File: src/hdl/srrs_map.svh
// srrs_map.svh: offsets-free constants for the stop release and reset sequencer
// assumes: included by the top and settle counter files by bare name
`ifndef SRRS_MAP_SVH
`define SRRS_MAP_SVH

// ==========================================================
// settle wait exponents
`define SRRS_SETTLE_EXP_SHORT 15
`define SRRS_SETTLE_EXP_LONG 17
`define SRRS_SETTLE_BITS 18

// ==========================================================
// reset vector locations
`define SRRS_VEC_LO_ADDR 16'h0000
`define SRRS_VEC_HI_ADDR 16'h0001

// ==========================================================
// post-reset register values
`define SRRS_RST_SETTLE_SEL 8'h04
`define SRRS_RST_PSW 8'h02
`define SRRS_RST_PCC 8'h02
`define SRRS_RST_IRQ_REQ 8'h00
`define SRRS_RST_IRQ_MASK 8'hFF
`define SRRS_RST_PORT_LATCH 8'h00
`define SRRS_RST_PORT_DIR 8'hFF
`define SRRS_RST_PORT8_DIR 8'h3F
`define SRRS_RST_SUPPLY_CLR_SET 8'h04
`define SRRS_RST_SUPPLY_CLR_CLR 8'h00

// ==========================================================
// external reset pin minimum low time
`define SRRS_EXT_RST_MIN_NS 10000
`define SRRS_CLK_PERIOD_NS 5
`define SRRS_EXT_RST_MIN_CYC ((`SRRS_EXT_RST_MIN_NS + `SRRS_CLK_PERIOD_NS - 1) / `SRRS_CLK_PERIOD_NS)

`endif

File: src/hdl/srrs_pkg.sv
// srrs_pkg.sv: types of the stop release and reset sequencer
// assumes: nothing beyond the map header
`default_nettype none
package srrs_pkg;
  // gray codes along reset -> settle -> vec -> run -> stop -> wake
  typedef enum logic [2:0] {
    SRRS_RESET = 3'h0,
    SRRS_SETTLE = 3'h1,
    SRRS_VEC_LO = 3'h3,
    SRRS_VEC_HI = 3'h2,
    SRRS_RUN = 3'h6,
    SRRS_STOP = 3'h7,
    SRRS_WAKE = 3'h5
  } srrs_state_t;

  typedef enum logic [1:0] {
    SRRS_GO_RESET = 2'h0,
    SRRS_GO_NEXT = 2'h1,
    SRRS_GO_IRQ = 2'h2
  } srrs_after_t;

  // defined post-reset register image
  typedef struct packed {
    logic [7:0] settle_time_select;
    logic [7:0] processor_status_word;
    logic [7:0] processor_clock_ctrl;
    logic [7:0] interrupt_request_reg0;
    logic [7:0] interrupt_mask_reg0;
    logic [7:0] port_latch;
    logic [7:0] port_direction;
    logic [7:0] port8_direction_reg;
    logic [7:0] supply_clear_status_reg;
  } srrs_regs_t;

  // cpu-facing controls
  typedef struct packed {
    logic cpu_run;
    logic start_irq;
    logic start_next;
    logic pc_load;
    logic [15:0] pc;
  } srrs_cpu_t;
endpackage
`default_nettype wire

File: src/hdl/srrs_top.sv
// srrs_top.sv: stop release and reset sequencer
// assumes: reset sources and interrupt flags are synchronous to CLOCK_I
`include "srrs_map.svh"
`default_nettype none
module srrs_top #(
  parameter bit LONG_SETTLE = 1'b0,
  parameter logic [15:0] RESET_VECTOR = 16'h0100,
  parameter int unsigned SETTLE_BITS = `SRRS_SETTLE_BITS
) (
  // clock and reset
  input wire logic CLOCK_I,
  input wire logic RST_I,
  // reset sources
  input wire logic RESET_N_I,
  input wire logic WDT_OVF_I,
  input wire logic SUPPLY_LOW_I,
  // stop entry and interrupt state
  input wire logic STOP_REQ_I,
  input wire logic IRQ_PENDING_I,
  input wire logic INTERRUPT_MASK_FLAG_I,
  input wire logic INTERRUPT_ACCEPT_FLAG_I,
  // cpu control
  output var srrs_pkg::srrs_cpu_t CPU_O,
  output logic OSC_RUN_O,
  output logic HALT_O,
  output logic STOPPED_O,
  // pins and ram
  output logic PINS_HIZ_O,
  output logic RAM_HOLD_O,
  // post-reset register image
  output var srrs_pkg::srrs_regs_t REGS_O
);
  srrs_pkg::srrs_state_t state_q;
  srrs_pkg::srrs_state_t state_d;
  srrs_pkg::srrs_after_t after_q;
  srrs_pkg::srrs_after_t after_d;
  logic [15:0] pc_q;
  logic [15:0] pc_d;
  logic pc_load_q;
  logic start_irq_q;
  logic start_next_q;
  logic standby_q;
  logic supply_seen_q;
  logic any_reset;
  logic wake_irq;
  logic settle_start;
  logic settle_done;
  logic settle_busy;
  logic rom_addr;
  logic [7:0] rom_data;

  // ==========================================================
  // reset merge
  // the pin must stay low for the documented minimum; this block does not
  // filter short pulses and simply treats every low sample as a reset
  assign any_reset = !RESET_N_I || WDT_OVF_I || SUPPLY_LOW_I;

  // an unmasked request wakes stop; a masked one leaves stop held
  assign wake_irq = IRQ_PENDING_I && !INTERRUPT_MASK_FLAG_I;

  // ==========================================================
  // settle counter and vector store
  assign settle_start = (state_q == srrs_pkg::SRRS_RESET && !any_reset) ||
                        (state_q == srrs_pkg::SRRS_STOP && wake_irq) ||
                        (state_q == srrs_pkg::SRRS_RUN && STOP_REQ_I && wake_irq &&
                         after_q != srrs_pkg::SRRS_GO_RESET);

  srrs_settle_cnt #(
    .BITS(SETTLE_BITS)
  ) u_settle (
    .clk_i(CLOCK_I),
    .rst_i(RST_I),
    .start_i(settle_start),
    .long_i(LONG_SETTLE),
    .busy_o(settle_busy),
    .done_o(settle_done)
  );

  // low byte is addressed in vec_lo, high byte in vec_hi, each lands a cycle later
  assign rom_addr = (state_q == srrs_pkg::SRRS_VEC_HI);

  srrs_vec_rom #(
    .VECTOR(RESET_VECTOR)
  ) u_vec (
    .clk_i(CLOCK_I),
    .addr_i(rom_addr),
    .data_o(rom_data)
  );

  // ==========================================================
  // sequencer
  always_comb begin
    state_d = state_q;
    after_d = after_q;
    if (any_reset) begin
      state_d = srrs_pkg::SRRS_RESET;
      after_d = srrs_pkg::SRRS_GO_RESET;
    end else begin
      case (state_q)
        srrs_pkg::SRRS_RESET: begin
          // pin, watchdog and supply release all end here alike
          state_d = srrs_pkg::SRRS_SETTLE;
        end
        srrs_pkg::SRRS_SETTLE: begin
          if (settle_done) begin
            state_d = srrs_pkg::SRRS_VEC_LO;
          end
        end
        srrs_pkg::SRRS_VEC_LO: begin
          state_d = srrs_pkg::SRRS_VEC_HI;
        end
        srrs_pkg::SRRS_VEC_HI: begin
          state_d = srrs_pkg::SRRS_RUN;
        end
        srrs_pkg::SRRS_RUN: begin
          if (after_q == srrs_pkg::SRRS_GO_RESET) begin
            // first run cycle takes the high vector byte; stop waits for it
            after_d = srrs_pkg::SRRS_GO_NEXT;
          end else if (STOP_REQ_I && wake_irq) begin
            // pending request: fall straight into halt-like wait
            state_d = srrs_pkg::SRRS_WAKE;
            after_d = INTERRUPT_ACCEPT_FLAG_I ? srrs_pkg::SRRS_GO_IRQ
                                              : srrs_pkg::SRRS_GO_NEXT;
          end else if (STOP_REQ_I) begin
            state_d = srrs_pkg::SRRS_STOP;
          end
        end
        srrs_pkg::SRRS_STOP: begin
          if (wake_irq) begin
            state_d = srrs_pkg::SRRS_WAKE;
            after_d = INTERRUPT_ACCEPT_FLAG_I ? srrs_pkg::SRRS_GO_IRQ
                                              : srrs_pkg::SRRS_GO_NEXT;
          end
        end
        srrs_pkg::SRRS_WAKE: begin
          if (settle_done) begin
            state_d = srrs_pkg::SRRS_RUN;
          end
        end
        default: begin
          state_d = srrs_pkg::SRRS_RESET;
        end
      endcase
    end
  end

  // vector bytes arrive one cycle after each address is presented
  assign pc_d = (state_q == srrs_pkg::SRRS_VEC_HI) ? {pc_q[15:8], rom_data} :
                (state_q == srrs_pkg::SRRS_RUN && after_q == srrs_pkg::SRRS_GO_RESET) ?
                {rom_data, pc_q[7:0]} : pc_q;

  always_ff @(posedge CLOCK_I) begin
    if (RST_I) begin
      state_q <= srrs_pkg::SRRS_RESET;
      after_q <= srrs_pkg::SRRS_GO_RESET;
      pc_q <= 16'h0000;
      pc_load_q <= 1'b0;
      start_irq_q <= 1'b0;
      start_next_q <= 1'b0;
    end else begin
      state_q <= state_d;
      after_q <= after_d;
      pc_q <= pc_d;
      pc_load_q <= (state_q == srrs_pkg::SRRS_RUN) && (after_q == srrs_pkg::SRRS_GO_RESET) &&
                   !pc_load_q;
      start_irq_q <= (state_q == srrs_pkg::SRRS_WAKE) && settle_done &&
                     (after_q == srrs_pkg::SRRS_GO_IRQ);
      start_next_q <= (state_q == srrs_pkg::SRRS_WAKE) && settle_done &&
                      (after_q == srrs_pkg::SRRS_GO_NEXT);
    end
  end

  // ==========================================================
  // standby memory and supply clear status
  always_ff @(posedge CLOCK_I) begin
    if (RST_I) begin
      standby_q <= 1'b0;
      supply_seen_q <= 1'b0;
    end else begin
      if (state_q == srrs_pkg::SRRS_STOP || state_q == srrs_pkg::SRRS_WAKE) begin
        standby_q <= 1'b1;
      end else if (state_q == srrs_pkg::SRRS_RUN) begin
        standby_q <= 1'b0;
      end
      // supply source wins over any other cause seen in the same reset
      if (SUPPLY_LOW_I) begin
        supply_seen_q <= 1'b1;
      end else if (any_reset && state_q != srrs_pkg::SRRS_RESET) begin
        supply_seen_q <= 1'b0;
      end
    end
  end

  // ==========================================================
  // outputs
  logic in_reset_seq;
  logic cpu_run;
  assign in_reset_seq = (state_q == srrs_pkg::SRRS_RESET) ||
                        (state_q == srrs_pkg::SRRS_SETTLE) ||
                        (state_q == srrs_pkg::SRRS_VEC_LO) ||
                        (state_q == srrs_pkg::SRRS_VEC_HI);

  assign PINS_HIZ_O = in_reset_seq || any_reset;
  assign RAM_HOLD_O = standby_q;
  assign STOPPED_O = (state_q == srrs_pkg::SRRS_STOP);
  assign HALT_O = (state_q == srrs_pkg::SRRS_WAKE);
  assign OSC_RUN_O = (state_q != srrs_pkg::SRRS_STOP) || settle_busy;
  assign cpu_run = (state_q == srrs_pkg::SRRS_RUN) && !pc_load_q &&
                   (after_q != srrs_pkg::SRRS_GO_RESET);
  // packed order: run, irq start, next start, pc load, pc
  assign CPU_O = srrs_pkg::srrs_cpu_t'({cpu_run, start_irq_q, start_next_q, pc_load_q, pc_q});

  // every register except the supply clear status holds its reset image throughout
  always_comb begin
    REGS_O.settle_time_select = `SRRS_RST_SETTLE_SEL;
    REGS_O.processor_status_word = `SRRS_RST_PSW;
    REGS_O.processor_clock_ctrl = `SRRS_RST_PCC;
    REGS_O.interrupt_request_reg0 = `SRRS_RST_IRQ_REQ;
    REGS_O.interrupt_mask_reg0 = `SRRS_RST_IRQ_MASK;
    REGS_O.port_latch = `SRRS_RST_PORT_LATCH;
    REGS_O.port_direction = `SRRS_RST_PORT_DIR;
    REGS_O.port8_direction_reg = `SRRS_RST_PORT8_DIR;
    REGS_O.supply_clear_status_reg = supply_seen_q ? `SRRS_RST_SUPPLY_CLR_SET
                                                   : `SRRS_RST_SUPPLY_CLR_CLR;
  end

  // ==========================================================
  // checks
  property p_reset_hiz;
    @(posedge CLOCK_I) disable iff (RST_I)
      any_reset |-> PINS_HIZ_O;
  endproperty
  a_reset_hiz: assert property (p_reset_hiz) else $error("pins driven in reset");

  property p_settle_hiz;
    @(posedge CLOCK_I) disable iff (RST_I)
      (state_q == srrs_pkg::SRRS_SETTLE) |-> PINS_HIZ_O && !CPU_O.cpu_run;
  endproperty
  a_settle_hiz: assert property (p_settle_hiz) else $error("active during settle");

  property p_reset_enter;
    @(posedge CLOCK_I) disable iff (RST_I)
      any_reset |=> (state_q == srrs_pkg::SRRS_RESET);
  endproperty
  a_reset_enter: assert property (p_reset_enter) else $error("reset not taken");

  property p_release;
    @(posedge CLOCK_I) disable iff (RST_I)
      (state_q == srrs_pkg::SRRS_RESET && !any_reset) |=> (state_q == srrs_pkg::SRRS_SETTLE);
  endproperty
  a_release: assert property (p_release) else $error("release stuck");

  property p_masked_stays;
    @(posedge CLOCK_I) disable iff (RST_I)
      (state_q == srrs_pkg::SRRS_STOP && !wake_irq && !any_reset) |=>
        (state_q == srrs_pkg::SRRS_STOP);
  endproperty
  a_masked_stays: assert property (p_masked_stays) else $error("stop left while masked");

  property p_wake;
    @(posedge CLOCK_I) disable iff (RST_I)
      (state_q == srrs_pkg::SRRS_STOP && wake_irq && !any_reset) |=>
        (state_q == srrs_pkg::SRRS_WAKE);
  endproperty
  a_wake: assert property (p_wake) else $error("stop not released");

  property p_irq_after_settle;
    @(posedge CLOCK_I) disable iff (RST_I)
      CPU_O.start_irq |-> $past(state_q) == srrs_pkg::SRRS_WAKE && $past(settle_done);
  endproperty
  a_irq_after_settle: assert property (p_irq_after_settle) else $error("early irq");

  property p_status;
    @(posedge CLOCK_I) disable iff (RST_I)
      SUPPLY_LOW_I |=> REGS_O.supply_clear_status_reg == 8'h04;
  endproperty
  a_status: assert property (p_status) else $error("supply status wrong");

  property p_regs;
    @(posedge CLOCK_I) disable iff (RST_I)
      in_reset_seq |-> REGS_O.interrupt_mask_reg0 == 8'hFF && REGS_O.port8_direction_reg == 8'h3F;
  endproperty
  a_regs: assert property (p_regs) else $error("reset image wrong");

  property p_pc_loaded;
    @(posedge CLOCK_I) disable iff (RST_I)
      CPU_O.pc_load |-> (CPU_O.pc == RESET_VECTOR);
  endproperty
  a_pc_loaded: assert property (p_pc_loaded) else $error("pc not from vector");

  property p_pc_load_once;
    @(posedge CLOCK_I) disable iff (RST_I)
      CPU_O.pc_load |=> !CPU_O.pc_load;
  endproperty
  a_pc_load_once: assert property (p_pc_load_once) else $error("pc load repeated");

  property p_settle_wait;
    @(posedge CLOCK_I) disable iff (RST_I)
      (state_q == srrs_pkg::SRRS_SETTLE && !settle_done && !any_reset) |=> (state_q == srrs_pkg::SRRS_SETTLE);
  endproperty
  a_settle_wait: assert property (p_settle_wait) else $error("settle cut short");

  property p_wake_wait;
    @(posedge CLOCK_I) disable iff (RST_I)
      (state_q == srrs_pkg::SRRS_WAKE && !settle_done && !any_reset) |=> (state_q == srrs_pkg::SRRS_WAKE);
  endproperty
  a_wake_wait: assert property (p_wake_wait) else $error("wake wait cut short");

  property p_next_after_settle;
    @(posedge CLOCK_I) disable iff (RST_I)
      CPU_O.start_next |-> $past(state_q) == srrs_pkg::SRRS_WAKE && $past(settle_done) &&
        $past(after_q) == srrs_pkg::SRRS_GO_NEXT;
  endproperty
  a_next_after_settle: assert property (p_next_after_settle) else $error("early next");

  property p_stop_osc;
    @(posedge CLOCK_I) disable iff (RST_I)
      STOPPED_O |-> !OSC_RUN_O;
  endproperty
  a_stop_osc: assert property (p_stop_osc) else $error("oscillator runs in stop");

  property p_ram_hold;
    @(posedge CLOCK_I) disable iff (RST_I)
      (state_q == srrs_pkg::SRRS_STOP) |=> RAM_HOLD_O;
  endproperty
  a_ram_hold: assert property (p_ram_hold) else $error("ram not held");
endmodule
`default_nettype wire

File: src/hdl/srrs_settle_cnt.sv
// srrs_settle_cnt.sv: oscillator settling counter of main clock cycles
// assumes: start pulses once when the oscillator restarts
`include "srrs_map.svh"
`default_nettype none
module srrs_settle_cnt #(
  parameter int unsigned BITS = `SRRS_SETTLE_BITS
) (
  // clock and reset
  input wire logic clk_i,
  input wire logic rst_i,
  // control
  input wire logic start_i,
  input wire logic long_i,
  // status
  output logic busy_o,
  output logic done_o
);
  logic [BITS-1:0] cnt_q;
  logic [BITS-1:0] cnt_d;
  logic [BITS-1:0] term;
  logic busy_q;
  logic busy_d;
  logic hit;

  // terminal count is 2^exp - 1 so the wait spans exactly 2^exp cycles
  assign term = long_i ? BITS'((1 << `SRRS_SETTLE_EXP_LONG) - 1)
                       : BITS'((1 << `SRRS_SETTLE_EXP_SHORT) - 1);
  assign hit = busy_q && (cnt_q == term);
  assign busy_d = start_i ? 1'b1 : (hit ? 1'b0 : busy_q);
  assign cnt_d = start_i ? '0 : (busy_q ? cnt_q + BITS'(1) : cnt_q);

  always_ff @(posedge clk_i) begin
    if (rst_i) begin
      busy_q <= 1'b0;
      cnt_q <= '0;
    end else begin
      busy_q <= busy_d;
      cnt_q <= cnt_d;
    end
  end

  assign busy_o = busy_q;
  assign done_o = hit && !start_i;

  property p_count_step;
    @(posedge clk_i) disable iff (rst_i)
      (busy_q && !hit && !start_i) |=> (cnt_q == $past(cnt_q) + BITS'(1));
  endproperty
  a_count_step: assert property (p_count_step) else $error("settle count skipped");
endmodule
`default_nettype wire

File: src/hdl/srrs_vec_rom.sv
// srrs_vec_rom.sv: two-byte reset vector store with registered read
// assumes: contents fixed at build, addressed by the low address bit
`default_nettype none
module srrs_vec_rom #(
  parameter logic [15:0] VECTOR = 16'h0100
) (
  // clock
  input wire logic clk_i,
  // read port
  input wire logic addr_i,
  output logic [7:0] data_o
);
  logic [7:0] mem [0:1];
  assign mem[0] = VECTOR[7:0];
  assign mem[1] = VECTOR[15:8];

  always_ff @(posedge clk_i) begin
    data_o <= mem[addr_i];
  end
endmodule
`default_nettype wire

File: config.mk
export PLATFORM = sky130hd
export DESIGN_NAME = srrs_top
export DESIGN_NICKNAME = d
export VERILOG_FILES = /design/src/hdl/srrs_pkg.sv /design/src/hdl/srrs_top.sv /design/src/hdl/srrs_settle_cnt.sv /design/src/hdl/srrs_vec_rom.sv
export VERILOG_INCLUDE_DIRS = /design/src /design/src/hdl
export SDC_FILE = /design/constraint.sdc
export NUM_CORES = 1
export LEC_CHECK = 0
export BUFFER_PORTS_ARGS = -buffer_cell sky130_fd_sc_hd__buf_2
export CAP_MARGIN = 5
export CORE_MARGIN = 2
export CORE_UTILIZATION = 46
export CTS_CLUSTER_SIZE = 16
export DETAILED_ROUTE_END_ITERATION = 10
export PLACE_DENSITY = 0.92
export SYNTH_ARGS = -nofsm -noshare
export SYNTH_HDL_FRONTEND = slang
export SYNTH_SLANG_ARGS = --single-unit
File: constraint.sdc
create_clock -name CLOCK_I -period 1.6 [get_ports CLOCK_I]
set_input_delay 0.16 -clock CLOCK_I [delete_from_list [all_inputs] [get_ports CLOCK_I]]
set_output_delay 0.16 -clock CLOCK_I [all_outputs]
set_load 0.05 [all_outputs]
; ---- Yosys cells after proc, flatten, opt, wreduce, memory -nomap -nowiden
; Cells that the tools add are included.
; W data, S select, Z words.
[word_totals]
ff_bits = 53
in_bits = 9
output_inout_bits = 97
word_cells = 100
[classes]
add_sub_neg = 1
order_cmp = 1
n_eq_ne = 16
muxes = 23
n_bitwise = 2
reduce_logical = 45
[ops]
columns = operator, count
row1 = $mux W8, 3
row2 = $mux W3, 7
row3 = $pmux W3 S7, 1
row4 = $add A18 B1 Y18 const B, 1
row5 = $eq A18 B15 Y1 const B, 1
row6 = $logic_and A1 B1 Y1, 17
row7 = $logic_or A1 B1 Y1, 10
row8 = $reduce_bool A2 Y1, 5
row9 = $eq A3 B3 Y1 const B, 3
row10 = $mux W2, 4
row11 = $mux W1, 7
row12 = $eq A3 B2 Y1 const B, 2
row13 = $logic_not A1 Y1, 5
row14 = $reduce_and A5 Y1, 1
row15 = $ne A2 B1 Y1 const B, 2
row16 = $ne A2 B2 Y1 const B, 2
row17 = $pmux W2 S2, 1
row18 = $reduce_or A2 Y1, 2
row19 = $eq A3 B1 Y1 const B, 1
row20 = $logic_not A3 Y1, 1
row21 = $ne A3 B1 Y1 const B, 1
row22 = $ne A3 B2 Y1 const B, 1
row23 = $ne A3 B3 Y1 const B, 1
row24 = $reduce_and A3 Y1, 1
row25 = other kinds (8), 8

; ---- Longest topological paths before layout
[depth]
depth_word = 11
ltp_mapped = 6
mapped_depth_nobuf = 5

; ---- Hierarchy
; From an unflattened synthesis, not the netlist that was laid out.
[unflattened]
cells_unflattened = 303
hier_area_um2 = 2618.8
[modules_own_cells]
columns = mod, n_inst, cells_per_inst, area_each_um2, seq_area_each_um2
row1 = srrs_top, 1, 194, 1647.8, 520.5
row2 = srrs_settle_cnt, 1, 100, 894.6, 380.4
row3 = srrs_vec_rom, 1, 9, 76.3, 20.0

; ---- Least setup slack after synthesis
; No wires, ideal clock.
[synth_timing]
path_type = reg-to-reg
from = register state_q[0]
to = register start_next_q
setup_time_ns = 0.092
t_arrival_ns = 1.744
required_time_ns = 1.508
path_slack_ns = -0.236
stages_incl_launch_ff = 6
n_path_buf = 1
period_less_slack_ns = 1.836
cell_sequence = dfxtp_1 > clkbuf_1 > nand2_1 > nor2_1 > nand4_1 > nor4_1
[synth_between]
word_cells_on_any_way = 15
classes_between = eq/ne (3) / reduce/logical (12)
[synth_lines]
columns = item, line
row1 = "start, declared", srrs_top.sv:33  ; srrs_pkg::srrs_state_t state_q;
row2 = "start signal, assigned", srrs_top.sv:154  ; state_q <= srrs_pkg::SRRS_RESET;
row3 = "start signal, assigned", srrs_top.sv:161  ; state_q <= state_d;
row4 = $eq A3 B3 Y1, n/a
row5 = via HALT_O, srrs_top.sv:25  ; output logic HALT_O,
row6 = $logic_and A1 B1 Y1 (2 in series), srrs_top.sv:168  ; start_next_q <= (state_q == srrs_pkg::SRRS_WAKE) && settle_done &&
row7 = "end signal, assigned", srrs_top.sv:168
row8 = "end, declared", srrs_top.sv:41  ; logic start_next_q;
; The timed path passes the listed nets, and every way through them passes these cells.
; A chain may end at the register's enable or synchronous reset.

==> qor.csv <==
metric,value,unit
status,"finished, final reports clean",
ys_ff_latch,32,
finClkSkew,5.586,ps
crit_required,1440,ps
die_height,71.96,um
place_area,1977,um2
min-delay-start,INTERRUPT_ACCEPT_FLAG_I,
antenna_left,0,
grt_pass1_vias,1316,
post-route-util,0.4827,
whs,84.64,ps
die-area,5178,um2
fin_nets,294,
p_leak,0.9778,nW
synthTopCellsByArea,"buf_4, dfxtp_1, nor2_1",
crit_type,flop to primary output,
grt_max_degree,17,
wirelength,3858,um
yosysTopAreaCellShare,0.3216,
htree_levels,2,
reg2reg_slack,90,ps
fin_area,2131,um2
placeableCoreArea,4414,um2
clk_pin_slew_worst_paths,70,ps
ys_types,38,
dr.pass1.iters,5,
synth_edf_count,0,
cts_root_buffer,clkbuf_8,
vias,1561,
chipWidth,71.96,um
gr-total-overflow,0,
grt_pass1_wl,5775,um
hp-class,input pin to flop,
grtUsageTotal,0.1467,
clockBufferDepth,2,
synth.most_common_cell,buf_4,
antenna_found_initial,0,
crit_fanout,7,
fin_crit,1554,ps
synth_common_cells,"buf_4, dfxtp_1, nor2_1",
ys.flop_type,dfxtp_1,
hold_viol,0,
period_share,0.9709,
ir_drop,0.6281,mV
timing.rr.start,u_settle.cnt_q[4]$_SDFFE_PP0P_,
ys_warn_count,0,
drtIter0Drc,45,
initial_core_util,0.4813,
power_density,918.0,nW/um2
setup_viol_count_final,0,
endpoint_kind,primary output,
critPathLaunch,state_q[1]$_SDFFE_PP0P_,
cts-buffers-inserted,5,
final_max_slew_viol_count,0,
rows,24,
critPathArrivalTime,1390,ps
diodes,0,
postSynth.asyncResetShare,0,
vias_per_cell,4.632,
clock-sinks,32,
timing.setup.tns,0,ps
yosysTopAreaCell,buf_4,
avgSynthCellArea,8.171,um2
num_io_pins,106,
clock_latency,290,ps
drive_gt1_frac,0.1860,
area_growth,0.2943,%
fmax,643.7,MHz
maxCapViolCount,0,
gp_congestion,0.9290,
dpl.hpwl,2827,um
netlist_instances,260,
drc_errors,0,
port_buffers,20,
start_kind,flop,
cts_tree,built,
syn-cell-area,2125,um2
yosysSeqAreaShare,0.3015,
wl_per_cell,11.45,um
final timing paths:
path / endpoint / depth (start not counted)
setup reg to reg: u_settle.cnt_q[15]$_SDFFE_PP0P_ / 4
hold / removal: after_q[0]$_SDFFE_PP0P_ / 2
hold reg to reg: pc_q[8]$_SDFFE_PP0P_ / 2
setup / recovery: CPU_O[19] / 4
through the flow:
stage	std cells	total power, mW	worst slack [ps]
2_1_floorplan	343	1.463	26.06
3_3_place_gp	327	1.321	96.04
3_5_place_dp	327	1.324	30.07
4_1_cts	335	1.960	8.950
5_1_grt	337	2.012	-55.09
6_report	337	1.956	46.49
layout by cell type (no fill, tap or decap), types with 2 or more instances in the layout:
cell type | netlist | routed
nand3_1 | 3 | 3
a21oi_1 | 9 | 8
o21ai_0 | 3 | 3
xnor2_1 | 9 | 9
buf_2 | 5 | 18
nor2b_1 | 2 | 2
dfxtp_2 | 0 | 2
nor2_1 | 24 | 22
clkbuf_8 | 0 | 6
clkinv_2 | 0 | 2
and3_1 | 4 | 3
buf_4 | 91 | 11
and2_1 | 3 | 3
a41o_1 | 2 | 2
nand2_1 | 13 | 12
dfxtp_1 | 32 | 29
nand4_1 | 9 | 9
conb_1 | 2 | 85
nor3_1 | 8 | 8
mux2i_1 | 2 | 2
inv_1 | 5 | 5
xor2_1 | 6 | 6
nand2b_1 | 3 | 3
nor4_1 | 5 | 4
power by group:
part / internal (mW) / total [mW] / switching [mW]
sequential: 0.801 / 0.806 / 0.00541
combinational: 0.0297 / 0.505 / 0.475
clock: 0.343 / 0.645 / 0.302
total: 1.17 / 1.96 / 0.783
sequential cells by signal, summed over array words and instances, names as in the netlist, named ones only:
register,cells
RAM_HOLD_O,1
after_q,2
pc_load_q,1
pc_q,2
start_irq_q,1
start_next_q,1
state_q,2
supply_seen_q,1
u_settle.busy_o,1
u_settle.cnt_q,18
u_vec.data_o,1
worst max-delay path, cell delays in order (launching register included):
cell	delay (ps)
dfxtp_4	390
nand2_4	60
or3_4	330
a21oi_2	140
buf_6	180
cells by family (layout without fill, tap and decap cells):
kind of cell               after synthesis  count (layout)  share of synthesized area
buffers and inverters                  103              45                     0.3457
adders and majority gates                1               1                   0.005888
and+or+nand+nor                         81              81                     0.1938
other                                    2              85                   0.003535
DFF                                     32              32                     0.3015
xor gates and xnor gates                15              15                    0.06184
AOI/OAI and AO/OA                       24              24                    0.07833
muxes                                    2               2                   0.009423
final cells by class:
| class | count | area, um2 |
|---|---|---|
| well taps | 52 | 65.06 |
| flip-flops and latches | 32 | 646.9 |
| inverters | 5 | 18.77 |
| clock buffers | 6 | 82.58 |
| repair buffers | 32 | 211.5 |
| fillers | 398 | 2283 |
| clock inverters | 2 | 10.01 |
| multi-input cells | 208 | 1096 |
timing repair:
action / in CTS / in global routing
setup buffers: 0 / 2
setup endpoints to repair: 2 / 9
gates resized for setup: 8 / 7
pin swaps: 0 / 2
hold buffers: 0 / 0
metal layers:
layer | global-route usage | up-vias | part of all wire
met5 | 0 | - | 0
met4 | 0.07757 | 0 | 0.020
met3 | 0.04722 | 10 | 0.084
met2 | 0.2500 | 93 | 0.49
met1 | 0.1628 | 716 | 0.40
li1 | - | 742 | -
Power figures use the tool's default switching activity.
